--- config.mk ---
export PLATFORM = sky130hd
export DESIGN_NAME = spa_top
export DESIGN_NICKNAME = d
export VERILOG_FILES = /design/src/spa_pkg.sv /design/src/spa_top.sv /design/src/spa_sync.sv
export SDC_FILE = /design/constraint.sdc
export NUM_CORES = 1
export LEC_CHECK = 0
export ABC_AREA = 1
export BUFFER_PORTS_ARGS = -buffer_cell sky130_fd_sc_hd__buf_2
export CORE_ASPECT_RATIO = 2
export CORE_MARGIN = 2
export CORE_UTILIZATION = 60
export CTS_CLUSTER_SIZE = 16
export DETAILED_ROUTE_END_ITERATION = 8
export GPL_TIMING_DRIVEN = 0
export PLACE_DENSITY = 0.81
export REMOVE_ABC_BUFFERS = 1
export SYNTH_ARGS = -nofsm -noshare
export SYNTH_HDL_FRONTEND = slang
export SYNTH_SLANG_ARGS = --single-unit
--- constraint.sdc ---
create_clock -name core_clk -period 3.5 [get_ports core_clk]
set_input_delay 0.35 -clock core_clk [delete_from_list [all_inputs] [get_ports core_clk]]
set_output_delay 0.35 -clock core_clk [all_outputs]
set_load 0.01 [all_outputs]
--- src/spa_pkg.sv ---
// Package of constants for the shared-pin mode and alert block
package spa_pkg;
  // Output-type selection codes
  localparam logic [1:0] OUT_DEMOD = 2'h0;
  localparam logic [1:0] OUT_CARRIER = 2'h1;
  localparam logic [1:0] OUT_STRENGTH = 2'h2;
  // Clock rate and alarm timer
  localparam int CLK_MHZ = 250;
  localparam int ALARM_MS = 32;
  localparam int ALARM_CYCLES = ALARM_MS * 1000 * CLK_MHZ;
  localparam int ALARM_W = 24;
  localparam int SYNC_W = 4;
  // Reset values
  localparam logic PIN_IDLE = 1'b1;
endpackage

--- src/spa_top.sv ---
// Shared-pin multiplexer and alert logic of the receiver front end
`timescale 1ns/1ps
module spa_top #(
  parameter int ALARM_CYCLES = spa_pkg::ALARM_CYCLES
) (
  input wire logic core_clk,
  input wire logic rst,
  input wire logic cs_n_in,
  input wire logic sclk_alert_in,
  input wire logic data_pin_in,
  input wire logic [1:0] out_type,
  input wire logic filter_enable,
  input wire logic filter_pass,
  input wire logic demod_data,
  input wire logic carrier_in,
  input wire logic agc_init_done,
  input wire logic agc_settled,
  input wire logic inactivity_timeout,
  input wire logic parity_error,
  input wire logic spi_sdo,
  input wire logic spi_sdo_en,
  output logic alert_n_out,
  output logic alert_n_oe,
  output logic data_pin_out,
  output logic data_pin_oe,
  output logic spi_mode,
  output logic spi_sclk,
  output logic spi_sdi,
  output logic signal_strength_en,
  output logic alarm_expired
);
  logic [spa_pkg::SYNC_W-1:0] sync_q;
  logic cs_n_s;
  logic sclk_s;
  logic sdi_s;
  logic carrier_s;
  logic [spa_pkg::ALARM_W-1:0] alarm_cnt_reg;
  logic alarm_reg;
  logic alert_cond;
  logic recv_data;
  logic [spa_pkg::ALARM_W-1:0] chk_run_reg;

  // Local width copy keeps the size casts free of scoped names
  localparam int AW = spa_pkg::ALARM_W;
  localparam logic [spa_pkg::ALARM_W-1:0] ALARM_LAST = AW'(ALARM_CYCLES - 1);
  localparam logic [spa_pkg::ALARM_W-1:0] ALARM_FULL = AW'(ALARM_CYCLES);

  // Pin inputs and the analog carrier cross into core_clk
  spa_sync u_sync (
    .core_clk(core_clk),
    .rst(rst),
    .d({carrier_in, data_pin_in, sclk_alert_in, cs_n_in}),
    .q(sync_q)
  );
  assign cs_n_s = sync_q[0];
  assign sclk_s = sync_q[1];
  assign sdi_s = sync_q[2];
  assign carrier_s = sync_q[3];

  // Alarm runs from AGC init end until the filter is passed
  always_ff @(posedge core_clk)
  begin
    if (rst || !agc_init_done || filter_pass)
    begin
      alarm_cnt_reg <= '0;
      alarm_reg <= 1'b0;
    end
    else if (alarm_cnt_reg == ALARM_LAST)
      alarm_reg <= 1'b1;
    else
      alarm_cnt_reg <= alarm_cnt_reg + 1'b1;
  end

  assign alert_cond = parity_error || alarm_reg;

  // Demod data gated by filter; inactivity pulse only with filter off
  always_comb
  begin
    if (filter_enable)
      recv_data = filter_pass && demod_data;
    else
      recv_data = demod_data || inactivity_timeout;
  end

  // Pin muxing by chip select; pull-ups keep both pins idle high
  always_ff @(posedge core_clk)
  begin
    if (rst)
    begin
      spi_mode <= 1'b0;
      alert_n_out <= 1'b0;
      alert_n_oe <= 1'b0;
      data_pin_out <= 1'b0;
      data_pin_oe <= 1'b0;
      spi_sclk <= spa_pkg::PIN_IDLE;
      spi_sdi <= 1'b0;
    end
    else
    begin
      spi_mode <= !cs_n_s;
      spi_sclk <= cs_n_s ? spa_pkg::PIN_IDLE : sclk_s;
      spi_sdi <= cs_n_s ? 1'b0 : sdi_s;
      // Open collector: drive low only, release otherwise
      alert_n_out <= 1'b0;
      alert_n_oe <= cs_n_s && alert_cond;
      if (!cs_n_s)
      begin
        data_pin_out <= spi_sdo;
        data_pin_oe <= spi_sdo_en;
      end
      else if (out_type == spa_pkg::OUT_CARRIER)
      begin
        // Square wave held low until AGC has settled
        data_pin_out <= agc_settled && carrier_s;
        data_pin_oe <= 1'b1;
      end
      else
      begin
        data_pin_out <= (out_type == spa_pkg::OUT_DEMOD) && recv_data;
        data_pin_oe <= 1'b1;
      end
    end
  end

  always_ff @(posedge core_clk)
  begin
    if (rst)
    begin
      signal_strength_en <= 1'b0;
      alarm_expired <= 1'b0;
    end
    else
    begin
      signal_strength_en <= (out_type == spa_pkg::OUT_STRENGTH);
      alarm_expired <= alarm_reg;
    end
  end

  // Independent run length of the alarm condition, saturating at the limit
  always_ff @(posedge core_clk)
  begin
    if (rst || !agc_init_done || filter_pass)
      chk_run_reg <= '0;
    else if (chk_run_reg != ALARM_FULL)
      chk_run_reg <= chk_run_reg + 1'b1;
  end

  a_alert_low: assert property (@(posedge core_clk) disable iff (rst)
    (cs_n_s && alert_cond) |=> alert_n_oe && !alert_n_out)
    else $error("alert not driven low");
  a_alert_off_spi: assert property (@(posedge core_clk) disable iff (rst)
    !cs_n_s |=> !alert_n_oe)
    else $error("alert driven in spi mode");
  a_spi_mode: assert property (@(posedge core_clk) disable iff (rst)
    cs_n_s |=> !spi_mode)
    else $error("spi mode while select high");
  a_sdo_pass: assert property (@(posedge core_clk) disable iff (rst)
    !cs_n_s |=> data_pin_out == $past(spi_sdo) && data_pin_oe == $past(spi_sdo_en))
    else $error("serial data not routed");
  a_filter_block: assert property (@(posedge core_clk) disable iff (rst)
    (cs_n_s && filter_enable && !filter_pass && out_type == spa_pkg::OUT_DEMOD)
    |=> !data_pin_out)
    else $error("data escaped failed filter");
  a_inact_show: assert property (@(posedge core_clk) disable iff (rst)
    (cs_n_s && !filter_enable && inactivity_timeout && out_type == spa_pkg::OUT_DEMOD)
    |=> data_pin_out)
    else $error("inactivity timeout not shown");
  a_carrier_wait: assert property (@(posedge core_clk) disable iff (rst)
    (cs_n_s && !agc_settled && out_type == spa_pkg::OUT_CARRIER) |=> !data_pin_out)
    else $error("carrier before settle");
  a_strength_sel: assert property (@(posedge core_clk) disable iff (rst)
    ##1 signal_strength_en == ($past(out_type) == spa_pkg::OUT_STRENGTH))
    else $error("strength sink wrong");
  a_alarm_early: assert property (@(posedge core_clk) disable iff (rst)
    $rose(agc_init_done) && !filter_pass |=> !alarm_reg [*8])
    else $error("alarm too early");
  a_pin_mux: assert property (@(posedge core_clk) disable iff (rst)
    (cs_n_s && out_type != spa_pkg::OUT_STRENGTH) |=> data_pin_oe)
    else $error("data pin not driven in receive");
  a_mode_enter: assert property (@(posedge core_clk) disable iff (rst)
    !cs_n_s |=> spi_mode)
    else $error("spi mode missing while select low");
  a_sclk_route: assert property (@(posedge core_clk) disable iff (rst)
    !cs_n_s |=> spi_sclk == $past(sclk_s))
    else $error("serial clock not routed");
  a_sclk_idle: assert property (@(posedge core_clk) disable iff (rst)
    cs_n_s |=> spi_sclk)
    else $error("serial clock not idle in receive");
  a_sdi_route: assert property (@(posedge core_clk) disable iff (rst)
    !cs_n_s |=> spi_sdi == $past(sdi_s))
    else $error("serial input not routed");
  a_alert_release: assert property (@(posedge core_clk) disable iff (rst)
    (cs_n_s && !alert_cond) |=> !alert_n_oe)
    else $error("alert held without cause");
  a_alert_drive: assert property (@(posedge core_clk) disable iff (rst)
    !alert_n_out)
    else $error("open collector alert driven high");
  a_carrier_pass: assert property (@(posedge core_clk) disable iff (rst)
    (cs_n_s && agc_settled && out_type == spa_pkg::OUT_CARRIER)
    |=> data_pin_out == $past(carrier_s) && data_pin_oe)
    else $error("carrier not passed after settle");
  a_demod_pass: assert property (@(posedge core_clk) disable iff (rst)
    (cs_n_s && filter_enable && filter_pass && out_type == spa_pkg::OUT_DEMOD)
    |=> data_pin_out == $past(demod_data))
    else $error("demod data not passed after filter");
  a_inact_masked: assert property (@(posedge core_clk) disable iff (rst)
    (cs_n_s && filter_enable && !demod_data && inactivity_timeout
    && out_type == spa_pkg::OUT_DEMOD) |=> !data_pin_out)
    else $error("inactivity shown with filter on");
  a_alarm_count: assert property (@(posedge core_clk) disable iff (rst)
    alarm_reg == (chk_run_reg == ALARM_FULL))
    else $error("alarm count wrong");
  a_alarm_flag: assert property (@(posedge core_clk) disable iff (rst)
    1'b1 |=> alarm_expired == $past(alarm_reg))
    else $error("alarm flag does not follow timer");

  c_spi: cover property (@(posedge core_clk) disable iff (rst) $rose(spi_mode));
  c_alert: cover property (@(posedge core_clk) disable iff (rst) $rose(alert_n_oe));
  c_alarm: cover property (@(posedge core_clk) disable iff (rst) $rose(alarm_reg));
  c_carrier: cover property (@(posedge core_clk) disable iff (rst)
    cs_n_s && out_type == spa_pkg::OUT_CARRIER && data_pin_out);
endmodule

--- src/spa_sync.sv ---
// Two-flop synchroniser bank for pin inputs
`timescale 1ns/1ps
module spa_sync (
  input wire logic core_clk,
  input wire logic rst,
  input wire logic [spa_pkg::SYNC_W-1:0] d,
  output logic [spa_pkg::SYNC_W-1:0] q
);
  logic [spa_pkg::SYNC_W-1:0] meta_reg;
  genvar i;
  generate
    for (i = 0; i < spa_pkg::SYNC_W; i++)
    begin : g_bit
      // Pins idle high through their pull-ups, so reset to high
      always_ff @(posedge core_clk)
      begin
        if (rst)
        begin
          meta_reg[i] <= spa_pkg::PIN_IDLE;
          q[i] <= spa_pkg::PIN_IDLE;
        end
        else
        begin
          meta_reg[i] <= d[i];
          q[i] <= meta_reg[i];
        end
      end
    end
  endgenerate
endmodule

==> results of run 1 <==
==> path summary, 6_finish.rpt <==
check,endpoint,slack [ns]
max,alarm_cnt_reg[9],1.74
min,u_sync.meta_reg[2],0.23
max reg2reg,alarm_cnt_reg[9],1.74
min reg2reg,u_sync.q[0],0.41
==> layout make-up <==
cell class                      instances  area, µm²  area share
Multi-Input combinational cell        199      959.7      0.4411
Sequential cell                        41      820.8      0.3772
Inverter                               32      121.4     0.05578
Timing Repair Buffer                   24      120.1     0.05520
Clock buffer                            5      68.82     0.03163
Clock inverter                          3      46.29     0.02128
Tap cell                               31      38.79     0.01783
==> per-layer routing <==
layer / vias to the layer above / part of all wire / wire [µm]
met5: - / 0 / 0
li1: 925 / - / -
met4: 0 / 0.049 / 218
met2: 58 / 0.57 / 2541
met1: 847 / 0.35 / 1562
met3: 20 / 0.032 / 145
==> power by group <==
part | switching, mW | total [mW] | internal (mW)
registers | 0.00291 | 0.477 | 0.474
clock network | 0.175 | 0.388 | 0.213
logic | 0.0179 | 0.0332 | 0.0153
total | 0.195 | 0.898 | 0.703
==> Yosys cell counts, types with 2 or more instances <==
cell     number
a21oi_1      22
xnor2_1       3
dfxtp_1      41
nand4_1       8
inv_1        30
nor2_1       45
nand3_1      20
nand2_2       3
nand2_1      65
nor2_4        3
or2_2         9
nor2_2        2
xor2_1        2
o21ai_0       6
nor3_1        2
==> logic make-up (layout without fill, tap and decap cells) <==
group                    count (synthesis)  in the layout  synth area share
adder cells (fa/ha/maj)                  1              1          0.006509
AO/OA/AOI/OAI                           29             29           0.07683
XOR/XNOR                                 5              5           0.02279
buffers and inverters                   36             64           0.07356
other                                    1              1          0.001951
flip-flops                              41             41            0.4271
AND/OR/NAND/NOR                        163            163            0.3913
==> worst reg2reg max path: cells and delay by family (launching register included) <==
kind          cells  cell delay [ns]
simple gates      5             0.59
flops             1             0.46
fa+ha+maj         1             0.38
buf+inv           2             0.21
==> results.json, run 1 <==
{
  "status": "complete, no violations",
  "finalWirelength_mm": 4.468,
  "tns_ns": 0,
  "synth_edf_count": 0,
  "cts_sinks": 41,
  "synth_top_area_cell": "dfxtp_1",
  "place_congestion": 0.9167,
  "placed_cells": 327,
  "grt_pass1_vias": 1845,
  "cp.depth": 8,
  "crit_chain": "ha_1 > inv_2 > nor2_4 > nand2_2 > clkinv_2 > nand4_4 > nand2_1 > nor2_1",
  "cp.required_ns": 3.66,
  "final_area_um2": 2176,
  "die_h_um": 84.04,
  "dpl_cell_area_um2": 2061,
  "timing.rr.start": "alarm_cnt_reg[0]",
  "syn_avg_cell_area_um2": 6.963,
  "cts_root_buf": "clkbuf_8",
  "drtAntennaViolNets": 0,
  "synthFlopType": "dfxtp_1",
  "layout_common_cells": "65 x nand2_1, 45 x nor2_1, 41 x dfxtp_1",
  "max-clock-path-buffers": 2,
  "final_common_cell": "nand2_1",
  "cp-end-kind": "register",
  "final_cells": 335,
  "gr-total-overflow": 0,
  "ir_drop_mv": 0.3632,
  "whs_path_depth": 2,
  "final.period_utilization": 0.5037,
  "cts_tree": "done",
  "syn-cell-area_um2": 1922,
  "setup.worst_path.start": "alarm_cnt_reg[0]",
  "drive_gt1_frac": 0.1743,
  "holdWs_ns": 0.2334,
  "groute.layer.met1.usage": 0.2510,
  "clock_latency_ns": 0.30,
  "fp-row-count": 29,
  "drc": 0,
  "crit_path_top_delay_cell": "dfxtp_1",
  "drv_slew": 0,
  "cp_slowest_stage_delay_ns": 0.46,
  "final_core_util": 0.6973,
  "cp-start-kind": "register",
  "yosys-top-cells-area": "dfxtp_1 43%, nand2_1 13%, nor2_1 8.8%",
  "hold_buffers": 0,
  "hp-class": "in -> reg",
  "synth-seq-cells": 41,
  "syn2layout_area_growth_pct": 13.22,
  "use_met3": 0.04113,
  "drt_iter0_drc": 30,
  "crit_fanout": 8,
  "grtUsageTotal": 0.2705,
  "path_buf_inv": 2,
  "grt_max_degree": 21,
  "hpwlAfterDp_mm": 3.407,
  "p_leak_nw": 0.7927,
  "largest_reg_flops": 24,
  "drv_cap": 0,
  "top_usage_layer": "met2",
  "dp_worst_setup_slack_ns": 1.611,
  "antenna_found_initial": 0,
  "cts_resized": 0,
  "synth.distinct_cells": 30,
  "cp_top_family": "simple AND/OR/NAND/NOR gates",
  "ys_warn_count": 0,
  "reg2reg_depth": 8,
  "cts_made_buffers": 5,
  "hp-start": "data_pin_in",
  "syn_inst": 276,
  "core_area_um2": 3120,
  "final_nets": 321,
  "routedWlPerCell_um": 13.34,
  "numPortBuffers": 24,
  "vias": 1850,
  "diodes": 0,
  "clock.fmax_mhz": 567.2,
  "clk_pin_slew_ns": 0.08,
  "fillers": 292,
  "die_x_um": 44.02,
  "slew_headroom": 0.4717,
  "finalPower_mw": 0.8983,
  "grt_setup_unrepaired": "no",
  "grt_util_met2": 0.5000,
  "grt_pass1_wl_mm": 7.507,
  "path_class": "reg -> reg",
  "ioPinCount": 26,
  "period_minus_slack_ns": 1.763,
  "post_cts_buffers": 0,
  "synth_top_area_frac": 0.4271,
  "worst_slack_ns": 1.737,
  "worst_slew_pin_slew_ns": 0.7903,
  "die_area_um2": 3699,
  "cp.arrival_ns": 1.92,
  "hold_violations": 0,
  "seq_area_frac_synth": 0.4271,
  "finClkSkew_ns": 0.01141,
  "powerDensity_nw_per_um2": 412.8,
  "vias_per_cell": 5.522,
  "cts_htree_levels": 2,
  "dr.pass1.iters": 4,
  "setup_viol": 0,
  "start_util": 0.6159,
  "synth_async_sr_flop_share": 0
}
Note: power is estimated with default switching activity, not from simulation.
==> inputs of run 2 (changes only) <==
--- a/config.mk
+++ b/config.mk
@@ -9,11 +9,11 @@
 export BUFFER_PORTS_ARGS = -buffer_cell sky130_fd_sc_hd__buf_2
 export CORE_ASPECT_RATIO = 2
 export CORE_MARGIN = 2
-export CORE_UTILIZATION = 60
+export CORE_UTILIZATION = 51
 export CTS_CLUSTER_SIZE = 16
 export DETAILED_ROUTE_END_ITERATION = 8
 export GPL_TIMING_DRIVEN = 0
-export PLACE_DENSITY = 0.81
+export PLACE_DENSITY = 0.73
 export REMOVE_ABC_BUFFERS = 1
 export SYNTH_ARGS = -nofsm -noshare
 export SYNTH_HDL_FRONTEND = slang
==> constraint.sdc (replaced) <==
create_clock -name core_clk -period 1.6 [get_ports core_clk]
set_input_delay 0.16 -clock core_clk [delete_from_list [all_inputs] [get_ports core_clk]]
set_output_delay 0.16 -clock core_clk [all_outputs]
set_load 0.01 [all_outputs]
==> run 2 against run 1 <==
Compared with the run above:
- sequential cell count is the same
- cell count increased by 5.4%
- global-route usage fell by 2.3 points
- cell area up 2.2%
- critical endpoint is now alarm_cnt_reg[12]
- largest power group unchanged
- highest routed layer unchanged
==> results.json, run 2 (synthesis results as in run 1) <==
{
  "status": "complete, no violations",
  "ir_drop_mv": 0.8015,
  "finalPower_mw": 1.978,
  "hold_buffers": 0,
  "register_area_um2": 825.8,
  "final_nets": 321,
  "final.period_utilization": 0.9297,
  "powerDensity_nw_per_um2": 889.8,
  "setup_viol": 0,
  "grtUsageTotal": 0.2479,
  "fp-row-count": 31,
  "hold_violations": 0,
  "period_minus_slack_ns": 1.488,
  "die_x_um": 47.41,
  "numPortBuffers": 24,
  "dr.pass1.iters": 4,
  "grt_max_degree": 21,
  "drt_iter0_drc": 38,
  "post_cts_buffers": 0,
  "final_cells": 353,
  "cts_made_buffers": 5,
  "final_area_um2": 2223,
  "grt_setup_unrepaired": "no",
  "grt_pass1_vias": 1864,
  "drv_slew": 0,
  "clk_pin_slew_ns": 0.08,
  "drv_cap": 0,
  "max-clock-path-buffers": 2,
  "grt_util_met2": 0.4200,
  "drc": 0,
  "ioPinCount": 26,
  "top_usage_layer": "met2",
  "final_common_cell": "nand2_1",
  "grt_pass1_wl_mm": 7.776,
  "cts_root_buf": "clkbuf_8",
  "vias": 1809,
  "largest_reg_flops": 24,
  "dpl_cell_area_um2": 2083,
  "path_class": "reg -> reg",
  "start_util": 0.5328,
  "drive_gt1_frac": 0.1908,
  "finalWirelength_mm": 4.459,
  "vias_per_cell": 5.125,
  "gr-total-overflow": 0,
  "clock.fmax_mhz": 672.2,
  "finClkSkew_ns": 0.004042,
  "hp-class": "in -> reg",
  "cts_htree_levels": 2,
  "hpwlAfterDp_mm": 3.373,
  "r2r_end": "alarm_cnt_reg[12]",
  "syn2layout_area_growth_pct": 15.69,
  "setup.worst_path.start": "alarm_cnt_reg[8]",
  "placed_cells": 345,
  "cp.arrival_ns": 1.72,
  "cp-end-kind": "register",
  "p_leak_nw": 0.7923,
  "reg2reg_depth": 5,
  "layout_common_cells": "65 x nand2_1, 44 x nor2_1, 39 x dfxtp_1",
  "cts_tree": "done",
  "die_area_um2": 4305,
  "use_met3": 0.04400,
  "timing.rr.start": "alarm_cnt_reg[8]",
  "cp-start-kind": "register",
  "cp.required_ns": 1.83,
  "diodes": 0,
  "clock_latency_ns": 0.30,
  "core_area_um2": 3607,
  "final_core_util": 0.6164,
  "r2r_slack_ns": 0.11,
  "antenna_found_initial": 0,
  "endpoint": "alarm_cnt_reg[12]",
  "groute.layer.met1.usage": 0.2444,
  "drtAntennaViolNets": 0,
  "cts_sinks": 41,
  "multi_input_area_um2": 979.7,
  "routedWlPerCell_um": 12.63,
  "place_congestion": 0.8960,
  "die_h_um": 90.81,
  "crit_fanout": 7,
  "fillers": 351
}
[run 2: cell counts in the layout (fill, tap and decap cells not counted)]
No cell type changed its count.
[run 2: through the flow]
stage          hold slack (ns)  TNS (ns)  setup slack (ns)
3_5_place_dp            0.3463    -1.621           -0.1730
2_1_floorplan           0.2324         0            0.1569
4_1_cts                0.02923         0          0.001270
3_3_place_gp            0.3422    -1.378           -0.1611
5_1_grt                0.02785         0           0.02087
6_report               0.03388         0            0.1124
[run 2: layer usage]
layer	wire length [µm]	vias up
met5	0	-
li1	-	921
met4	255	0
met3	186	19
met1	1627	809
met2	2389	60
[run 2: worst max-delay path, stage by stage, from the launching register on]
cell and delay (ns):
dfxtp_1 0.48, nand2_1 0.11, nor2_1 0.32, nand3_1 0.17
or2_0 0.22, a21oi_1 0.11
[run 2: report_power, final]
part	total, mW	internal (mW)	switching (mW)
Combinational	0.0734	0.0340	0.0394
Sequential	1.04	1.04	0.00736
Clock	0.862	0.467	0.394
Total	1.98	1.54	0.441
[run 2: cell type report]
| class | instances | area share |
|---|---|---|
| flip-flops and latches | 41 | 0.3714 |
| repair buffers | 24 | 0.05402 |
| clock buffers | 5 | 0.03095 |
| clock inverters | 3 | 0.02082 |
| well taps | 49 | 0.02757 |
| multi-input cells | 199 | 0.4406 |
| inverters | 32 | 0.05459 |
[run 2: what timing repair did]
| item | 4_1_cts | 5_1_grt |
|---|---|---|
| endpoints found under the setup margin | 14 | 13 |
| gates resized for setup | 2 | 5 |
| gates cloned | 0 | 0 |
[run 2: worst min path at each step]
| stage | depth (start not counted) | start | to | slack [ns] |
|---|---|---|---|---|
| after floorplan | 1 | rst | alarm_expired | 0.23 |
| after global placement | 2 | cs_n_in | u_sync.meta_reg[0] | 0.34 |
| after detailed placement | 2 | cs_n_in | u_sync.meta_reg[0] | 0.35 |
| after CTS | 2 | cs_n_in | u_sync.meta_reg[0] | 0.03 |
| after global routing | 2 | data_pin_in | u_sync.meta_reg[2] | 0.03 |
| final | 2 | sclk_alert_in | u_sync.meta_reg[1] | 0.03 |
